[config.mk]
export PLATFORM = sky130hd
export DESIGN_NAME = gic_top
export DESIGN_NICKNAME = d
export VERILOG_FILES = /design/src/gic_pkg.sv /design/src/gic_top.sv
export SDC_FILE = /design/constraint.sdc
export NUM_CORES = 1
export LEC_CHECK = 0
export BUFFER_PORTS_ARGS = -buffer_cell sky130_fd_sc_hd__buf_2
export CORE_ASPECT_RATIO = 0.5
export CORE_MARGIN = 3
export CORE_UTILIZATION = 38
export CTS_CLUSTER_DIAMETER = 60
export DETAILED_ROUTE_END_ITERATION = 10
export PLACE_DENSITY = 0.59
export SLEW_MARGIN = 10
export SYNTH_ARGS = -nofsm -noshare
export SYNTH_HDL_FRONTEND = slang
export SYNTH_SLANG_ARGS = --single-unit
[constraint.sdc]
create_clock -name sys_clk -period 3.4 [get_ports sys_clk]
set_input_delay 0.68 -clock sys_clk [delete_from_list [all_inputs] [get_ports sys_clk]]
set_output_delay 0.68 -clock sys_clk [all_outputs]
set_load 0.005 [all_outputs]
[src/gic_pkg.sv]
// constants and types of the grouped interrupt controller
//----------------------------------------------------------------
// What this block does
//----------------------------------------------------------------
// What this block does
// RQ1: group 0 register: cmp zero flag b5, autoshutdown flag b4, enables b1,b0; reset 0.
// RQ2: bits 7:6 and 3:2 of every group register read as zero.
// RQ3: group 1 register: timer three flag b5, retrigger flag b4, enables b1,b0.
// RQ4: group 2 register: timer one flag b5, timer zero flag b4, enables b1,b0.
// RQ5: group 3 register: timer two flag b5, pulse timer flag b4, enables b1,b0.
// RQ6: source flags in group registers never clear on service; software clears them.
// RQ7: primary control: twowire b3, group one b2, group zero b1, group three b0.
// RQ8: events always set flags; vector taken only when the enable is one.
// RQ9: global enable low blocks every interrupt.
// RQ10: taking an interrupt pushes next address and loads the vector.
// RQ11: return from interrupt pops the saved address and resumes.
// RQ12: service clears global enable; new requests still set flags.
// RQ13: full stack blocks acknowledge until the stack pointer drops.
// RQ14: any flag newly set wakes the device from sleep or idle.
// RQ15: cmp zero change sets flag; group vector needs global, source, group enables.
// RQ16: cmp one to five transitions set own flags; service clears flag and global.
// RQ17: falling edge of cmp edge event sets its flag; service clears it.
// RQ18: all four timer overflows go through group interrupts.
// RQ19: enabled member flag sets group flag; group service clears group flag.
// RQ20: simultaneous requests served in fixed priority, one vector per source.
package gic_pkg;
  // ----------------------------------------------------------------
  // register word addresses
  // ----------------------------------------------------------------
  localparam logic [11:0] GIC_ADDR_PRIM0 = 12'h000;
  localparam logic [11:0] GIC_ADDR_PRIM1 = 12'h004;
  localparam logic [11:0] GIC_ADDR_PRIM2 = 12'h008;
  localparam logic [11:0] GIC_ADDR_PRIM3 = 12'h00c;
  localparam logic [11:0] GIC_ADDR_GRP0 = 12'h010;
  localparam logic [11:0] GIC_ADDR_GRP1 = 12'h014;
  localparam logic [11:0] GIC_ADDR_GRP2 = 12'h018;
  localparam logic [11:0] GIC_ADDR_GRP3 = 12'h01c;
  localparam logic [11:0] GIC_ADDR_STAT = 12'h020;
  // ----------------------------------------------------------------
  // field positions
  // ----------------------------------------------------------------
  localparam int GIC_GRP_FLAG_HI = 5;
  localparam int GIC_GRP_FLAG_LO = 4;
  localparam int GIC_GRP_EN_HI = 1;
  localparam int GIC_GRP_EN_LO = 0;
  localparam logic [7:0] GIC_GRP_MASK = 8'h33;
  localparam logic [7:0] GIC_PRIM0_MASK = 8'h7f;
  localparam logic [7:0] GIC_RESET8 = 8'h00;
  localparam logic [31:0] GIC_ZERO32 = 32'h0000_0000;
  // primary control 0: edge flag b6, cmp1 flag b5, cmp4 flag b4, edge en b3,
  // cmp1 en b2, cmp4 en b1, global b0
  localparam int GIC_P0_EDGE_F = 6;
  localparam int GIC_P0_C1_F = 5;
  localparam int GIC_P0_C4_F = 4;
  localparam int GIC_P0_EDGE_E = 3;
  localparam int GIC_P0_C1_E = 2;
  localparam int GIC_P0_C4_E = 1;
  localparam int GIC_P0_GLOBAL = 0;
  // primary control 1: cmp3 f b7, cmp2 f b6, cmp3 e b3, cmp2 e b2
  localparam int GIC_P1_C3_F = 7;
  localparam int GIC_P1_C2_F = 6;
  localparam int GIC_P1_C3_E = 3;
  localparam int GIC_P1_C2_E = 2;
  // primary control 2: cmp5 f b6, group2 f b5, cmp5 e b2, group2 e b1
  localparam int GIC_P2_C5_F = 6;
  localparam int GIC_P2_G2_F = 5;
  localparam int GIC_P2_C5_E = 2;
  localparam int GIC_P2_G2_E = 1;
  // primary control 3: twowire f b7, g1 f b6, g0 f b5, g3 f b4, enables b3..b0
  localparam int GIC_P3_TW_F = 7;
  localparam int GIC_P3_G1_F = 6;
  localparam int GIC_P3_G0_F = 5;
  localparam int GIC_P3_G3_F = 4;
  localparam int GIC_P3_TW_E = 3;
  localparam int GIC_P3_G1_E = 2;
  localparam int GIC_P3_G0_E = 1;
  localparam int GIC_P3_G3_E = 0;
  localparam int GIC_NSRC = 11;
  // ----------------------------------------------------------------
  // vectors, priority order index 0 highest
  // ----------------------------------------------------------------
  localparam logic [11:0] GIC_VEC_BASE = 12'h004;
  localparam logic [11:0] GIC_VEC_STEP = 12'h004;
  typedef enum logic [1:0] {
    GIC_IDLE = 2'b00,
    GIC_ACK = 2'b01,
    GIC_WAIT = 2'b11
  } gic_state_t;
  typedef struct packed {
    gic_state_t state;
    logic [7:0] prim0;
    logic [7:0] prim1;
    logic [7:0] prim2;
    logic [7:0] prim3;
    logic [7:0] grp0;
    logic [7:0] grp1;
    logic [7:0] grp2;
    logic [7:0] grp3;
    logic edge_prev;
    logic [5:0] cmp_prev;
    logic irq_take;
    logic [11:0] irq_vector;
    logic [11:0] push_addr;
    logic pc_pop;
    logic wake;
    logic [10:0] last_flags;
    logic pready;
    logic [31:0] prdata;
    logic pslverr;
  } gic_regs_t;
endpackage : gic_pkg

[src/gic_top.sv]
// grouped interrupt controller with apb register access
`timescale 1ns/100ps
module gic_top (
  input wire logic sys_clk,
  input wire logic resetn,
  input wire logic psel,
  input wire logic penable,
  input wire logic pwrite,
  input wire logic [11:0] paddr,
  input wire logic [31:0] pwdata,
  output logic pready,
  output logic [31:0] prdata,
  output logic pslverr,
  input wire logic [5:0] cmp_out,
  input wire logic cmp_edge_event_signal,
  input wire logic pulse_autoshutdown_evt,
  input wire logic pulse_retrigger_evt,
  input wire logic pulse_timer_evt,
  input wire logic [3:0] timer_ovf_evt,
  input wire logic twowire_evt,
  input wire logic [11:0] next_pc,
  input wire logic stack_full,
  input wire logic irq_accept,
  input wire logic return_from_interrupt,
  output logic irq_take,
  output logic [11:0] irq_vector,
  output logic [11:0] push_addr,
  output logic pc_pop,
  output logic wake
);
  gic_pkg::gic_regs_t r;
  gic_pkg::gic_regs_t next_r;

  // ----------------------------------------------------------------
  // helpers
  // ----------------------------------------------------------------
  function automatic logic [7:0] gic_grp_read(input logic [7:0] g);
    return g & gic_pkg::GIC_GRP_MASK; // RQ2
  endfunction : gic_grp_read

  function automatic logic [7:0] gic_grp_write(input logic [7:0] g, input logic [7:0] d,
                                               input logic [1:0] ev);
    logic [7:0] v;
    v = d & gic_pkg::GIC_GRP_MASK;
    v[gic_pkg::GIC_GRP_FLAG_HI] = v[gic_pkg::GIC_GRP_FLAG_HI] | ev[1];
    v[gic_pkg::GIC_GRP_FLAG_LO] = v[gic_pkg::GIC_GRP_FLAG_LO] | ev[0];
    return v;
  endfunction : gic_grp_write

  function automatic logic gic_grp_req(input logic [7:0] g);
    return (g[gic_pkg::GIC_GRP_FLAG_HI] & g[gic_pkg::GIC_GRP_EN_HI])
         | (g[gic_pkg::GIC_GRP_FLAG_LO] & g[gic_pkg::GIC_GRP_EN_LO]); // RQ19
  endfunction : gic_grp_req

  function automatic logic gic_grp_rise(input logic [7:0] cur, input logic [7:0] prev);
    return (cur[gic_pkg::GIC_GRP_FLAG_HI] & ~prev[gic_pkg::GIC_GRP_FLAG_HI])
         | (cur[gic_pkg::GIC_GRP_FLAG_LO] & ~prev[gic_pkg::GIC_GRP_FLAG_LO]); // RQ14
  endfunction : gic_grp_rise

  // ----------------------------------------------------------------
  // next state
  // ----------------------------------------------------------------
  logic [31:0] rd;
  logic wr;
  logic rdv;
  logic [3:0] grp_set;
  logic [10:0] pend;
  logic [10:0] flags_now;
  logic [3:0] pick;
  logic found;
  logic [5:0] cmp_chg;
  logic edge_fall;

  always_comb begin
    next_r = r;
    wr = psel & penable & pwrite;
    rdv = 1'b1;
    rd = gic_pkg::GIC_ZERO32;
    next_r.pready = 1'b0;
    next_r.pslverr = 1'b0;
    next_r.irq_take = 1'b0;
    next_r.pc_pop = 1'b0;
    cmp_chg = cmp_out ^ r.cmp_prev;
    edge_fall = r.edge_prev & ~cmp_edge_event_signal;
    next_r.cmp_prev = cmp_out;
    next_r.edge_prev = cmp_edge_event_signal;
    // register write, events then win over clears
    if (wr && r.pready) begin
      if (paddr == gic_pkg::GIC_ADDR_PRIM0) begin
        next_r.prim0 = pwdata[7:0] & gic_pkg::GIC_PRIM0_MASK;
      end else if (paddr == gic_pkg::GIC_ADDR_PRIM1) begin
        next_r.prim1 = pwdata[7:0];
      end else if (paddr == gic_pkg::GIC_ADDR_PRIM2) begin
        next_r.prim2 = pwdata[7:0];
      end else if (paddr == gic_pkg::GIC_ADDR_PRIM3) begin
        next_r.prim3 = pwdata[7:0];
      end else if (paddr == gic_pkg::GIC_ADDR_GRP0) begin
        next_r.grp0 = gic_grp_write(r.grp0, pwdata[7:0], 2'b00); // RQ1
      end else if (paddr == gic_pkg::GIC_ADDR_GRP1) begin
        next_r.grp1 = gic_grp_write(r.grp1, pwdata[7:0], 2'b00); // RQ3
      end else if (paddr == gic_pkg::GIC_ADDR_GRP2) begin
        next_r.grp2 = gic_grp_write(r.grp2, pwdata[7:0], 2'b00); // RQ4
      end else if (paddr == gic_pkg::GIC_ADDR_GRP3) begin
        next_r.grp3 = gic_grp_write(r.grp3, pwdata[7:0], 2'b00); // RQ5
      end
    end
    // source events set flags regardless of enables
    next_r.grp0[gic_pkg::GIC_GRP_FLAG_HI] = next_r.grp0[gic_pkg::GIC_GRP_FLAG_HI] | cmp_chg[0]; // RQ15
    next_r.grp0[gic_pkg::GIC_GRP_FLAG_LO] = next_r.grp0[gic_pkg::GIC_GRP_FLAG_LO]
                                          | pulse_autoshutdown_evt; // RQ8
    next_r.grp1[gic_pkg::GIC_GRP_FLAG_HI] = next_r.grp1[gic_pkg::GIC_GRP_FLAG_HI] | timer_ovf_evt[3]; // RQ18
    next_r.grp1[gic_pkg::GIC_GRP_FLAG_LO] = next_r.grp1[gic_pkg::GIC_GRP_FLAG_LO] | pulse_retrigger_evt;
    next_r.grp2[gic_pkg::GIC_GRP_FLAG_HI] = next_r.grp2[gic_pkg::GIC_GRP_FLAG_HI] | timer_ovf_evt[1];
    next_r.grp2[gic_pkg::GIC_GRP_FLAG_LO] = next_r.grp2[gic_pkg::GIC_GRP_FLAG_LO] | timer_ovf_evt[0];
    next_r.grp3[gic_pkg::GIC_GRP_FLAG_HI] = next_r.grp3[gic_pkg::GIC_GRP_FLAG_HI] | timer_ovf_evt[2];
    next_r.grp3[gic_pkg::GIC_GRP_FLAG_LO] = next_r.grp3[gic_pkg::GIC_GRP_FLAG_LO] | pulse_timer_evt;
    next_r.prim0[gic_pkg::GIC_P0_EDGE_F] = next_r.prim0[gic_pkg::GIC_P0_EDGE_F] | edge_fall; // RQ17
    next_r.prim0[gic_pkg::GIC_P0_C1_F] = next_r.prim0[gic_pkg::GIC_P0_C1_F] | cmp_chg[1]; // RQ16
    next_r.prim1[gic_pkg::GIC_P1_C2_F] = next_r.prim1[gic_pkg::GIC_P1_C2_F] | cmp_chg[2];
    next_r.prim1[gic_pkg::GIC_P1_C3_F] = next_r.prim1[gic_pkg::GIC_P1_C3_F] | cmp_chg[3];
    next_r.prim0[gic_pkg::GIC_P0_C4_F] = next_r.prim0[gic_pkg::GIC_P0_C4_F] | cmp_chg[4];
    next_r.prim2[gic_pkg::GIC_P2_C5_F] = next_r.prim2[gic_pkg::GIC_P2_C5_F] | cmp_chg[5];
    next_r.prim3[gic_pkg::GIC_P3_TW_F] = next_r.prim3[gic_pkg::GIC_P3_TW_F] | twowire_evt;
    // group flags follow enabled members
    grp_set = {gic_grp_req(next_r.grp3) & ~gic_grp_req(r.grp3),
               gic_grp_req(next_r.grp2) & ~gic_grp_req(r.grp2),
               gic_grp_req(next_r.grp1) & ~gic_grp_req(r.grp1),
               gic_grp_req(next_r.grp0) & ~gic_grp_req(r.grp0)}; // RQ19
    next_r.prim3[gic_pkg::GIC_P3_G0_F] = next_r.prim3[gic_pkg::GIC_P3_G0_F] | grp_set[0];
    next_r.prim3[gic_pkg::GIC_P3_G1_F] = next_r.prim3[gic_pkg::GIC_P3_G1_F] | grp_set[1];
    next_r.prim2[gic_pkg::GIC_P2_G2_F] = next_r.prim2[gic_pkg::GIC_P2_G2_F] | grp_set[2];
    next_r.prim3[gic_pkg::GIC_P3_G3_F] = next_r.prim3[gic_pkg::GIC_P3_G3_F] | grp_set[3];
    // pending vectors in priority order
    pend[0] = r.prim0[gic_pkg::GIC_P0_EDGE_F] & r.prim0[gic_pkg::GIC_P0_EDGE_E];
    pend[1] = r.prim0[gic_pkg::GIC_P0_C1_F] & r.prim0[gic_pkg::GIC_P0_C1_E];
    pend[2] = r.prim0[gic_pkg::GIC_P0_C4_F] & r.prim0[gic_pkg::GIC_P0_C4_E];
    pend[3] = r.prim1[gic_pkg::GIC_P1_C2_F] & r.prim1[gic_pkg::GIC_P1_C2_E];
    pend[4] = r.prim1[gic_pkg::GIC_P1_C3_F] & r.prim1[gic_pkg::GIC_P1_C3_E];
    pend[5] = r.prim2[gic_pkg::GIC_P2_C5_F] & r.prim2[gic_pkg::GIC_P2_C5_E];
    pend[6] = r.prim3[gic_pkg::GIC_P3_G0_F] & r.prim3[gic_pkg::GIC_P3_G0_E]; // RQ7
    pend[7] = r.prim3[gic_pkg::GIC_P3_G1_F] & r.prim3[gic_pkg::GIC_P3_G1_E];
    pend[8] = r.prim2[gic_pkg::GIC_P2_G2_F] & r.prim2[gic_pkg::GIC_P2_G2_E];
    pend[9] = r.prim3[gic_pkg::GIC_P3_G3_F] & r.prim3[gic_pkg::GIC_P3_G3_E];
    pend[10] = r.prim3[gic_pkg::GIC_P3_TW_F] & r.prim3[gic_pkg::GIC_P3_TW_E];
    found = 1'b0;
    pick = 4'h0;
    for (int i = 0; i < gic_pkg::GIC_NSRC; i++) begin
      if (pend[i] && !found) begin // RQ20
        found = 1'b1;
        pick = 4'(i);
      end
    end
    // wake on any flag rising
    flags_now = {r.prim3[gic_pkg::GIC_P3_TW_F], r.prim3[gic_pkg::GIC_P3_G3_F],
                 r.prim2[gic_pkg::GIC_P2_G2_F], r.prim3[gic_pkg::GIC_P3_G1_F],
                 r.prim3[gic_pkg::GIC_P3_G0_F], r.prim2[gic_pkg::GIC_P2_C5_F],
                 r.prim1[gic_pkg::GIC_P1_C3_F], r.prim1[gic_pkg::GIC_P1_C2_F],
                 r.prim0[gic_pkg::GIC_P0_C4_F], r.prim0[gic_pkg::GIC_P0_C1_F],
                 r.prim0[gic_pkg::GIC_P0_EDGE_F]};
    next_r.last_flags = flags_now;
    next_r.wake = |(flags_now & ~r.last_flags)
                | gic_grp_rise(next_r.grp0, r.grp0) | gic_grp_rise(next_r.grp1, r.grp1)
                | gic_grp_rise(next_r.grp2, r.grp2) | gic_grp_rise(next_r.grp3, r.grp3); // RQ14
    // service sequencer
    case (r.state)
      gic_pkg::GIC_IDLE: begin
        if (r.prim0[gic_pkg::GIC_P0_GLOBAL] && found && !stack_full) begin // RQ9 RQ13
          next_r.state = gic_pkg::GIC_ACK;
          next_r.irq_take = 1'b1; // RQ10
          next_r.irq_vector = 12'(gic_pkg::GIC_VEC_BASE + gic_pkg::GIC_VEC_STEP * 12'(pick));
          next_r.push_addr = next_pc;
          next_r.prim0[gic_pkg::GIC_P0_GLOBAL] = 1'b0; // RQ12
          case (pick)
            4'h0: next_r.prim0[gic_pkg::GIC_P0_EDGE_F] = edge_fall; // RQ17
            4'h1: next_r.prim0[gic_pkg::GIC_P0_C1_F] = cmp_chg[1]; // RQ16
            4'h2: next_r.prim0[gic_pkg::GIC_P0_C4_F] = cmp_chg[4];
            4'h3: next_r.prim1[gic_pkg::GIC_P1_C2_F] = cmp_chg[2];
            4'h4: next_r.prim1[gic_pkg::GIC_P1_C3_F] = cmp_chg[3];
            4'h5: next_r.prim2[gic_pkg::GIC_P2_C5_F] = cmp_chg[5];
            4'h6: next_r.prim3[gic_pkg::GIC_P3_G0_F] = grp_set[0]; // RQ15 RQ6
            4'h7: next_r.prim3[gic_pkg::GIC_P3_G1_F] = grp_set[1];
            4'h8: next_r.prim2[gic_pkg::GIC_P2_G2_F] = grp_set[2];
            4'h9: next_r.prim3[gic_pkg::GIC_P3_G3_F] = grp_set[3];
            default: next_r.prim3[gic_pkg::GIC_P3_TW_F] = twowire_evt;
          endcase
        end
      end
      gic_pkg::GIC_ACK: begin
        next_r.irq_take = ~irq_accept;
        if (irq_accept) begin
          next_r.state = gic_pkg::GIC_WAIT;
        end
      end
      default: begin
        if (return_from_interrupt) begin // RQ11
          next_r.pc_pop = 1'b1;
          next_r.state = gic_pkg::GIC_IDLE;
        end
      end
    endcase
    // apb read and handshake
    if (paddr == gic_pkg::GIC_ADDR_PRIM0) begin
      rd = {24'h000000, r.prim0};
    end else if (paddr == gic_pkg::GIC_ADDR_PRIM1) begin
      rd = {24'h000000, r.prim1};
    end else if (paddr == gic_pkg::GIC_ADDR_PRIM2) begin
      rd = {24'h000000, r.prim2};
    end else if (paddr == gic_pkg::GIC_ADDR_PRIM3) begin
      rd = {24'h000000, r.prim3};
    end else if (paddr == gic_pkg::GIC_ADDR_GRP0) begin
      rd = {24'h000000, gic_grp_read(r.grp0)}; // RQ2
    end else if (paddr == gic_pkg::GIC_ADDR_GRP1) begin
      rd = {24'h000000, gic_grp_read(r.grp1)};
    end else if (paddr == gic_pkg::GIC_ADDR_GRP2) begin
      rd = {24'h000000, gic_grp_read(r.grp2)};
    end else if (paddr == gic_pkg::GIC_ADDR_GRP3) begin
      rd = {24'h000000, gic_grp_read(r.grp3)};
    end else if (paddr == gic_pkg::GIC_ADDR_STAT) begin
      rd = {30'h00000000, r.state};
    end else begin
      rdv = 1'b0;
    end
    if (psel && penable && !r.pready) begin
      next_r.pready = 1'b1;
      next_r.prdata = rd;
      if (!rdv) begin
        next_r.pslverr = 1'b1;
      end
    end
  end

  // ----------------------------------------------------------------
  // state register
  // ----------------------------------------------------------------
  always_ff @(posedge sys_clk or negedge resetn) begin
    if (!resetn) begin
      r <= '0;
    end else begin
      r <= next_r;
    end
  end

  assign pready = r.pready;
  assign prdata = r.prdata;
  assign pslverr = r.pslverr;
  assign irq_take = r.irq_take;
  assign irq_vector = r.irq_vector;
  assign push_addr = r.push_addr;
  assign pc_pop = r.pc_pop;
  assign wake = r.wake;
endmodule : gic_top

---- Word level (Yosys, flattened, before mapping) ----
Index checks and enable logic that the tools add are counted.
operators by class
  add/sub/neg operators ................... 1
  multipliers ............................. 0
  divide/modulo/power cells ............... 0
  magnitude comparators ................... 0
  eq/ne operators ......................... 20
  shift-type cells ........................ 0
  muxes and demuxes ....................... 84
  bitwise logic cells ..................... 97
  reductions and logical operators ........ 40
operator list
  kind                                            number
  2-to-1 mux 63 bit                               1
  2-to-1 mux 56 bit                               1
  2-to-1 mux 8 bit                                7
  2-to-1 mux 6 bit                                9
  == test 12 x 5 -> 1 bit, second input constant  4
  2-to-1 mux 48 bit                               1
  2-to-1 mux 4 bit                                11
  bitwise AND 1 bit                               42
  2-to-1 mux 40 bit                               1
  2-to-1 mux 1 bit                                35
  OR 1 bit                                        35
  2-to-1 mux 34 bit                               1
  2-to-1 mux 30 bit                               1
  2-to-1 mux 25 bit                               1
  == test 12 x 4 -> 1 bit, second input constant  2
  2-to-1 mux 22 bit                               1
  inverter 1 bit                                  17
  == test 4 x 3 -> 1 bit, second input constant   4
  logical AND 1 bit                               15
  2-to-1 mux 14 bit                               1
  == test 12 x 3 -> 1 bit, second input constant  1
  == test 12 x 6 -> 1 bit, second input constant  1
  zero test 1 bit                                 12
  zero test 12 bit                                1
  other kinds (24)                                37
storage, ports and cells
  bits in registers ....................... 128
  latch bits .............................. 0
  memory bits (writable) .................. 0
  memory bits (read-only) ................. 0
  word-level logic and storage cells ...... 266
  memories ................................ 0

---- Longest topological paths before layout ----
Gate-level depths: netlist of run 1.
  word-level depth ........................ 37
  depth in mapped cells ................... 10

---- Worst setup path before layout of run 1 ----
Ideal clock, no wire load.
  path kind ............................... register -> register
  from .................................... reg r (netlist bit flags_now[0])
  to ...................................... reg r (netlist bit flags_now[10])
  arrival time ............................ 2398 ps
  required time ........................... 3274 ps
  setup slack ............................. 876 ps
  stages on the path, launching flop included .. 10
  path buffers ............................ 0
  period minus slack after synthesis ...... 2524 ps
  cells stage by stage .................... dfrtp_1 -> a222oi_1 -> nand2_1 -> nor3b_1 -> or3_1 -> inv_1 -> ha_1 -> nor3_1 -> nand3_1 -> o32a_1
RTL lines
  what                    RTL line        RTL
  from (decl)             gic_top.sv:31   gic_pkg::gic_regs_t r;
  from (signal assigned)  gic_top.sv:239  r <= next_r;

==> results.md, run 1 <==
* Hold Slack at 0.451 ns
* Initial Util at 39.3%
* Die area at 15700 um2
* Final setup viols at 0
* WL final at 13.2 mm
* CTS Sinks at 97
* WL per Instance at 16.9 um
* Number of flops mapped to enable cells by yosys at 0
* GPL Wtd Cong at 0.847
* DRC at 0
* Req. time, crit path at 3.63 ns
* Num rows at 30
* Switching part of the total power at 23.7%
* Placed cell areas at 5660 um2
* Global routing's busiest layer: met2
* Comb power frac at 7.5%
* Clk Latency, worst-skew pair at 0.34 ns
* M2 GR Usage at 25.4%
* Pwr Total at 2.32 mW
* Fin Clk Skew at 0.00868 ns
* Post-cts resize count at 0
* Int Pwr at 1.77 mW
* Asr flop ratio synth at 100%
* Netlist cell types at 70
* Seq pwr share at 51.1%
* CP arrival at 3.26 ns
* Worst slew margin at 33.0%
* Final setup TNS at 0 ns
* Min-Delay Path Class: input port to register
* Initial drt markers at 205
* Nets at 665
* Total setup buffers inserted after CTS at 0
* Root Buffer: clkbuf_16
* I/O Pins at 140
* Clock power frac at 41.4%
* Yosys warns at 0
* Post-route setup slack at 0.369 ns
* CTS buffer count at 9
* Vias in the first global route at 3881
* Seq. cell area at 2430 um2
* Share of cells above drive strength 1 at 27.0%
* Hold buffer count at cts at 0
* Worst Tran Pin Value at 1.01 ns
* H-tree depth at 3
* Final std cells w/o fill at 780
* Largest area contributor in the netlist: dfrtp_1
* Area of the mapped netlist at 5380 um2
* Gr usage total at 16.7%
* Worst Setup End Kind: register
* Clk buf depth at 2
* Static leakage at 2.88 nW
* Fin. Hold Viols at 0
* Status: finished clean
* Final Cycle Share at 89.1%
* Grt ovf at 0
* Via count of the routed design at 4014
* MaxCap Viol Count at 0
* IO buf count at 84
* Place WS at 0.430 ns
* CP Class: register to register
* Most common cell in the netlist: dfrtp_1
* Syn Area/Cell at 10.3 um2
* Vias per inst at 5.15
* Final instance area at 5940 um2
* Top post-synthesis cells by count: dfrtp_1 (97), nand2_1 (67), buf_4 (57)
* Antenna violations before repair at 0
* RSZ-0062 raised after global routing: false
* Multi-input gate area in the final layout at 2400 um2
* Post-synthesis register bit count at 97
* Sw Pwr at 550 uW
* Area share of the largest cell type after synthesis at 45.1%
* Syn-to-layout area delta at 10.3%
* Cells after Synth at 523
* Largest net degree at the start of global routing at 79
* Peak VDD IR at 0.180 mV
* Primary FF master, synth: dfrtp_1
* CTS clk-pin slew, worst paths at 0.07 ns
* First-pass GRT wire length at 20.9 mm
* Placed cell count at 764
* Final Util at 43.4%
* HPWL after DPL at 9.64 mm
* Setup crit start kind: register
* Met3 GRT Util at 3.92%
* Minimum clock period at 3.03 ns
* Pwr Density at 390 nW/um2
* Seq/Total Area, Yosys at 45.1%
* Global-route met1 utilization at 23.9%
* Main area contributors after synthesis: dfrtp_1 (45%), buf_4 (7.9%), mux2_2 (5.2%)
* Core outline area at 13700 um2
* Post-route ant nets at 0
* Die Ht at 90.2 um
* Max-slew violations at 0
* CP Max Fanout at 7
* F_max at 0.330 GHz
* Die Wd at 174 um
* CTS tree: done
* Antenna cell count at 0
* Fillers at 1348
* 1st-pass router iterations at 5
## cell families after synthesis
family                     count (synthesis)  synth area share [%]
AOI/OAI and AO/OA                         93                  11.5
xor gates and xnor gates                   6                 0.976
adders and majority gates                  3                 0.697
buffers and inverters                    101                  12.3
DFF                                       97                  45.1
muxes                                     52                  11.8
other                                      1                0.0697
and+or+nand+nor                          170                  17.6
## critical path: stages, from the launching register on
cell and delay (ns):
dfrtp_1 0.46, a222oi_1 0.63, nand2_1 0.29, nor3b_1 0.38, or3_1 0.22, inv_1 0.08
ha_1 0.25, nor3_1 0.18, nand3_1 0.10, o32a_1 0.33
## layer usage
layer	wire, um	vias up
met4	196	0
met3	934	17
met1	6280	1938
li1	-	1884
met2	5750	175
met5	0	-
## final timing paths
kind / from / endpoint / slack (ns) / cells after the start
max: flags_now[0]$_DFF_PN0_ / flags_now[10]$_DFF_PN0_ / 0.37 / 9
min: cmp_edge_event_signal / r[78]$_DFF_PN0_ / 0.45 / 1
max reg2reg: flags_now[0]$_DFF_PN0_ / flags_now[10]$_DFF_PN0_ / 0.37 / 9
min reg2reg: prdata[6]$_DFFE_PN0P_ / prdata[6]$_DFFE_PN0P_ / 0.47 / 2
max in group asynchronous: resetn / push_addr[5]$_DFFE_PN0P_ / 2.12 / 2
min in group asynchronous: resetn / prdata[7]$_DFFE_PN0P_ / 0.50 / 1
## power groups by stage
stage                     combinational (mW)  sequential [mW]  clock (mW)
final                                  0.174             1.18       0.960
after global routing                   0.196             1.18        1.02
after CTS                              0.176             1.18       0.988
after detailed placement               0.176             1.20           0
after global placement                 0.174             1.20           0
after floorplan                        0.118             1.20           0
## area by class of cell
class / instances / area share, %
flip-flops and latches: 97 / 40.9
multi-input cells: 355 / 40.5
repair buffers: 93 / 8.26
clock buffers: 14 / 4.44
well taps: 192 / 4.04
inverters: 27 / 1.71
clock inverters: 2 / 0.211
## cell usage in the layout, fill, tap and decap left out, types with 6 or more instances in the layout
cell type and n:
dfrtp_1 97, buf_2 83, nand2_1 67, conb_1 31
inv_1 26, mux2_2 25, nor2_1 24, o21ai_0 18
a21oi_1 16, mux2i_1 16, nor3_1 14, nand3_1 12
buf_4 10, o22ai_1 9, o21ai_1 9, clkbuf_16 9
and3_1 7, a31oi_1 7, and2_1 6, a22oi_1 6
nand2b_1 6, mux4_2 6
## flip-flops by register name, summed over array words and instances (netlist names)
name,cells
pc_pop,1
wake,1
irq_take,1
irq_vector,5
prdata,8
pready,1
push_addr,12
flags_now,11
r,56
pslverr,1
Power figures use the tool's default switching activity.
==> inputs of run 2 (changes only) <==
--- a/config.mk
+++ b/config.mk
@@ -12,6 +12,7 @@
 export CTS_CLUSTER_DIAMETER = 60
 export DETAILED_ROUTE_END_ITERATION = 10
 export PLACE_DENSITY = 0.59
+export REMOVE_ABC_BUFFERS = 1
 export SLEW_MARGIN = 10
 export SYNTH_ARGS = -nofsm -noshare
 export SYNTH_HDL_FRONTEND = slang
==> run 2 against run 1 <==
Largest cell class unchanged. Die area stayed put. Worst hold slack worse by 0.047 ns. Sequential share of layout area is 0.45 points lower. Via count is 0.42% higher. Setup slack better by 0.014 ns. Count of clock-buffer cells in the layout is 4 lower. Routed wire length is 0.35% lower.
==> results.md, run 2 (synthesized netlist as in run 1, its figures left out) <==
* Vias per inst at 5.17
* Initial Util at 39.3%
* Commonest non-fill, non-tap cells in the layout: dfrtp_1 (97), buf_2 (83), nand2_1 (67)
* Pwr Density at 420 nW/um2
* Peak VDD IR at 0.191 mV
* CTS clk-pin slew, worst paths at 0.07 ns
* Num rows at 30
* Fillers at 1314
* Seq pwr share at 46.9%
* Clk buf depth at 2
* Root Buffer: clkbuf_16
* Placed cell areas at 5660 um2
* WL final at 13.1 mm
* Largest stage delay, worst path at 0.61 ns
* Grt ovf at 0
* Crit-path slowest cell: a222oi_1
* Status: finished clean
* Vias in the first global route at 3881
* Largest net degree at the start of global routing at 62
* GPL Wtd Cong at 0.869
* Worst path cell trace: a222oi_1 -> nand2_1 -> nor3b_1 -> or3_1 -> inv_1 -> ha_1 -> nor3_1 -> nand3_1 -> o32a_1
* CTS tree: done
* Final setup viols at 0
* Core outline area at 13700 um2
* CP Max Fanout at 7
* CP Class: register to register
* Worst Tran Pin Value at 0.797 ns
* DRC at 0
* Int Pwr at 1.95 mW
* Die Wd at 174 um
* Via count of the routed design at 4031
* Final Cycle Share at 88.7%
* Switching part of the total power at 22.7%
* Die Ht at 90.2 um
* Req. time, crit path at 3.62 ns
* Setup crit start kind: register
* Pwr Total at 2.53 mW
* CP arrival at 3.24 ns
* Post-route setup slack at 0.383 ns
* Post-cts resize count at 0
* Clk Latency, worst-skew pair at 0.34 ns
* Total setup buffers inserted after CTS at 0
* HPWL after DPL at 9.81 mm
* WL per Instance at 16.8 um
* Min-Delay Path Class: input port to async pin
* Final setup TNS at 0 ns
* Initial drt markers at 343
* H-tree depth at 3
* CTS buffer count at 9
* Static leakage at 2.91 nW
* Place WS at 0.429 ns
* Minimum clock period at 3.02 ns
* F_max at 0.331 GHz
* Nets at 665
* CTS Sinks at 97
* Share of cells above drive strength 1 at 27.4%
* 1st-pass router iterations at 7
* IO buf count at 84
* Sw Pwr at 572 uW
* Antenna violations before repair at 2
* Antenna cell count at 0
* Post-route ant nets at 0
* Worst slew margin at 46.9%
* Most common cell after layout, fill and taps aside: dfrtp_1
* Clock power frac at 46.2%
* Placed cell count at 764
* Hold buffer count at cts at 0
* Die area at 15700 um2
* I/O Pins at 140
* Fin Clk Skew at 0.00676 ns
* Gr usage total at 17.2%
* RSZ-0062 raised after global routing: false
* Max reg flops at 56
* Final instance area at 6010 um2
* Final std cells w/o fill at 780
* MaxCap Viol Count at 0
* Syn-to-layout area delta at 11.6%
* Fin. Hold Viols at 0
* Worst Setup End Kind: register
* First-pass GRT wire length at 21.6 mm
* Biggest register: r
* Max-slew violations at 0
* Comb power frac at 6.9%
run 2: layout make-up:
cell class | instances | area, um2 | area share (%)
clock buffer | 10 | 229 | 3.81
clock inverter | 6 | 114 | 1.90
inverter | 27 | 101 | 1.69
multi-input combinational | 355 | 2400 | 40.0
sequential | 97 | 2430 | 40.4
tap | 192 | 240 | 4.00
timing repair buffer | 93 | 490 | 8.16
run 2: per-stage QoR:
stage	util [%]	hold slack, ns
floorplan	-	0.384
global placement	41.3	0.447
detailed placement	41.3	0.454
CTS	43.8	0.448
global route	43.8	0.453
finish	43.8	0.404
run 2: routing by layer:
metal  track usage [%]  wire (um)
met5                 0         34
met4              4.41        188
met3              4.77       1130
met2              25.4       5690
met1              24.9       6080
run 2: path summary, 6_finish.rpt:
kind / start / slack, ns / depth (start not counted) / endpoint
min reg2reg: prdata[4]$_DFFE_PN0P_ / 0.47 / 2 / prdata[4]$_DFFE_PN0P_
max reg2reg: flags_now[1]$_DFF_PN0_ / 0.38 / 9 / flags_now[10]$_DFF_PN0_
min: resetn / 0.40 / 1 / prdata[5]$_DFFE_PN0P_
max in group asynchronous: resetn / 2.19 / 2 / irq_vector[3]$_DFFE_PN0P_
min in group sys_clk: cmp_edge_event_signal / 0.46 / 1 / r[78]$_DFF_PN0_
max: flags_now[1]$_DFF_PN0_ / 0.38 / 9 / flags_now[10]$_DFF_PN0_
run 2: critical path, delay by kind of cell (launching register included):
kind,cells,cell delay (ns)
buffers and inverters,1,0.08
adder cells (fa/ha/maj),1,0.24
AND/OR/NAND/NOR,5,1.19
flip-flops,1,0.46
AO/OA/AOI/OAI,2,0.93
run 2: power groups by stage:
stage,sequential [mW],combinational [mW],clock [mW]
floorplan,1.20,0.0642,0
global placement,1.21,0.175,0
detailed placement,1.21,0.177,0
CTS,1.18,0.177,1.18
global route,1.18,0.199,1.24
finish,1.18,0.175,1.17
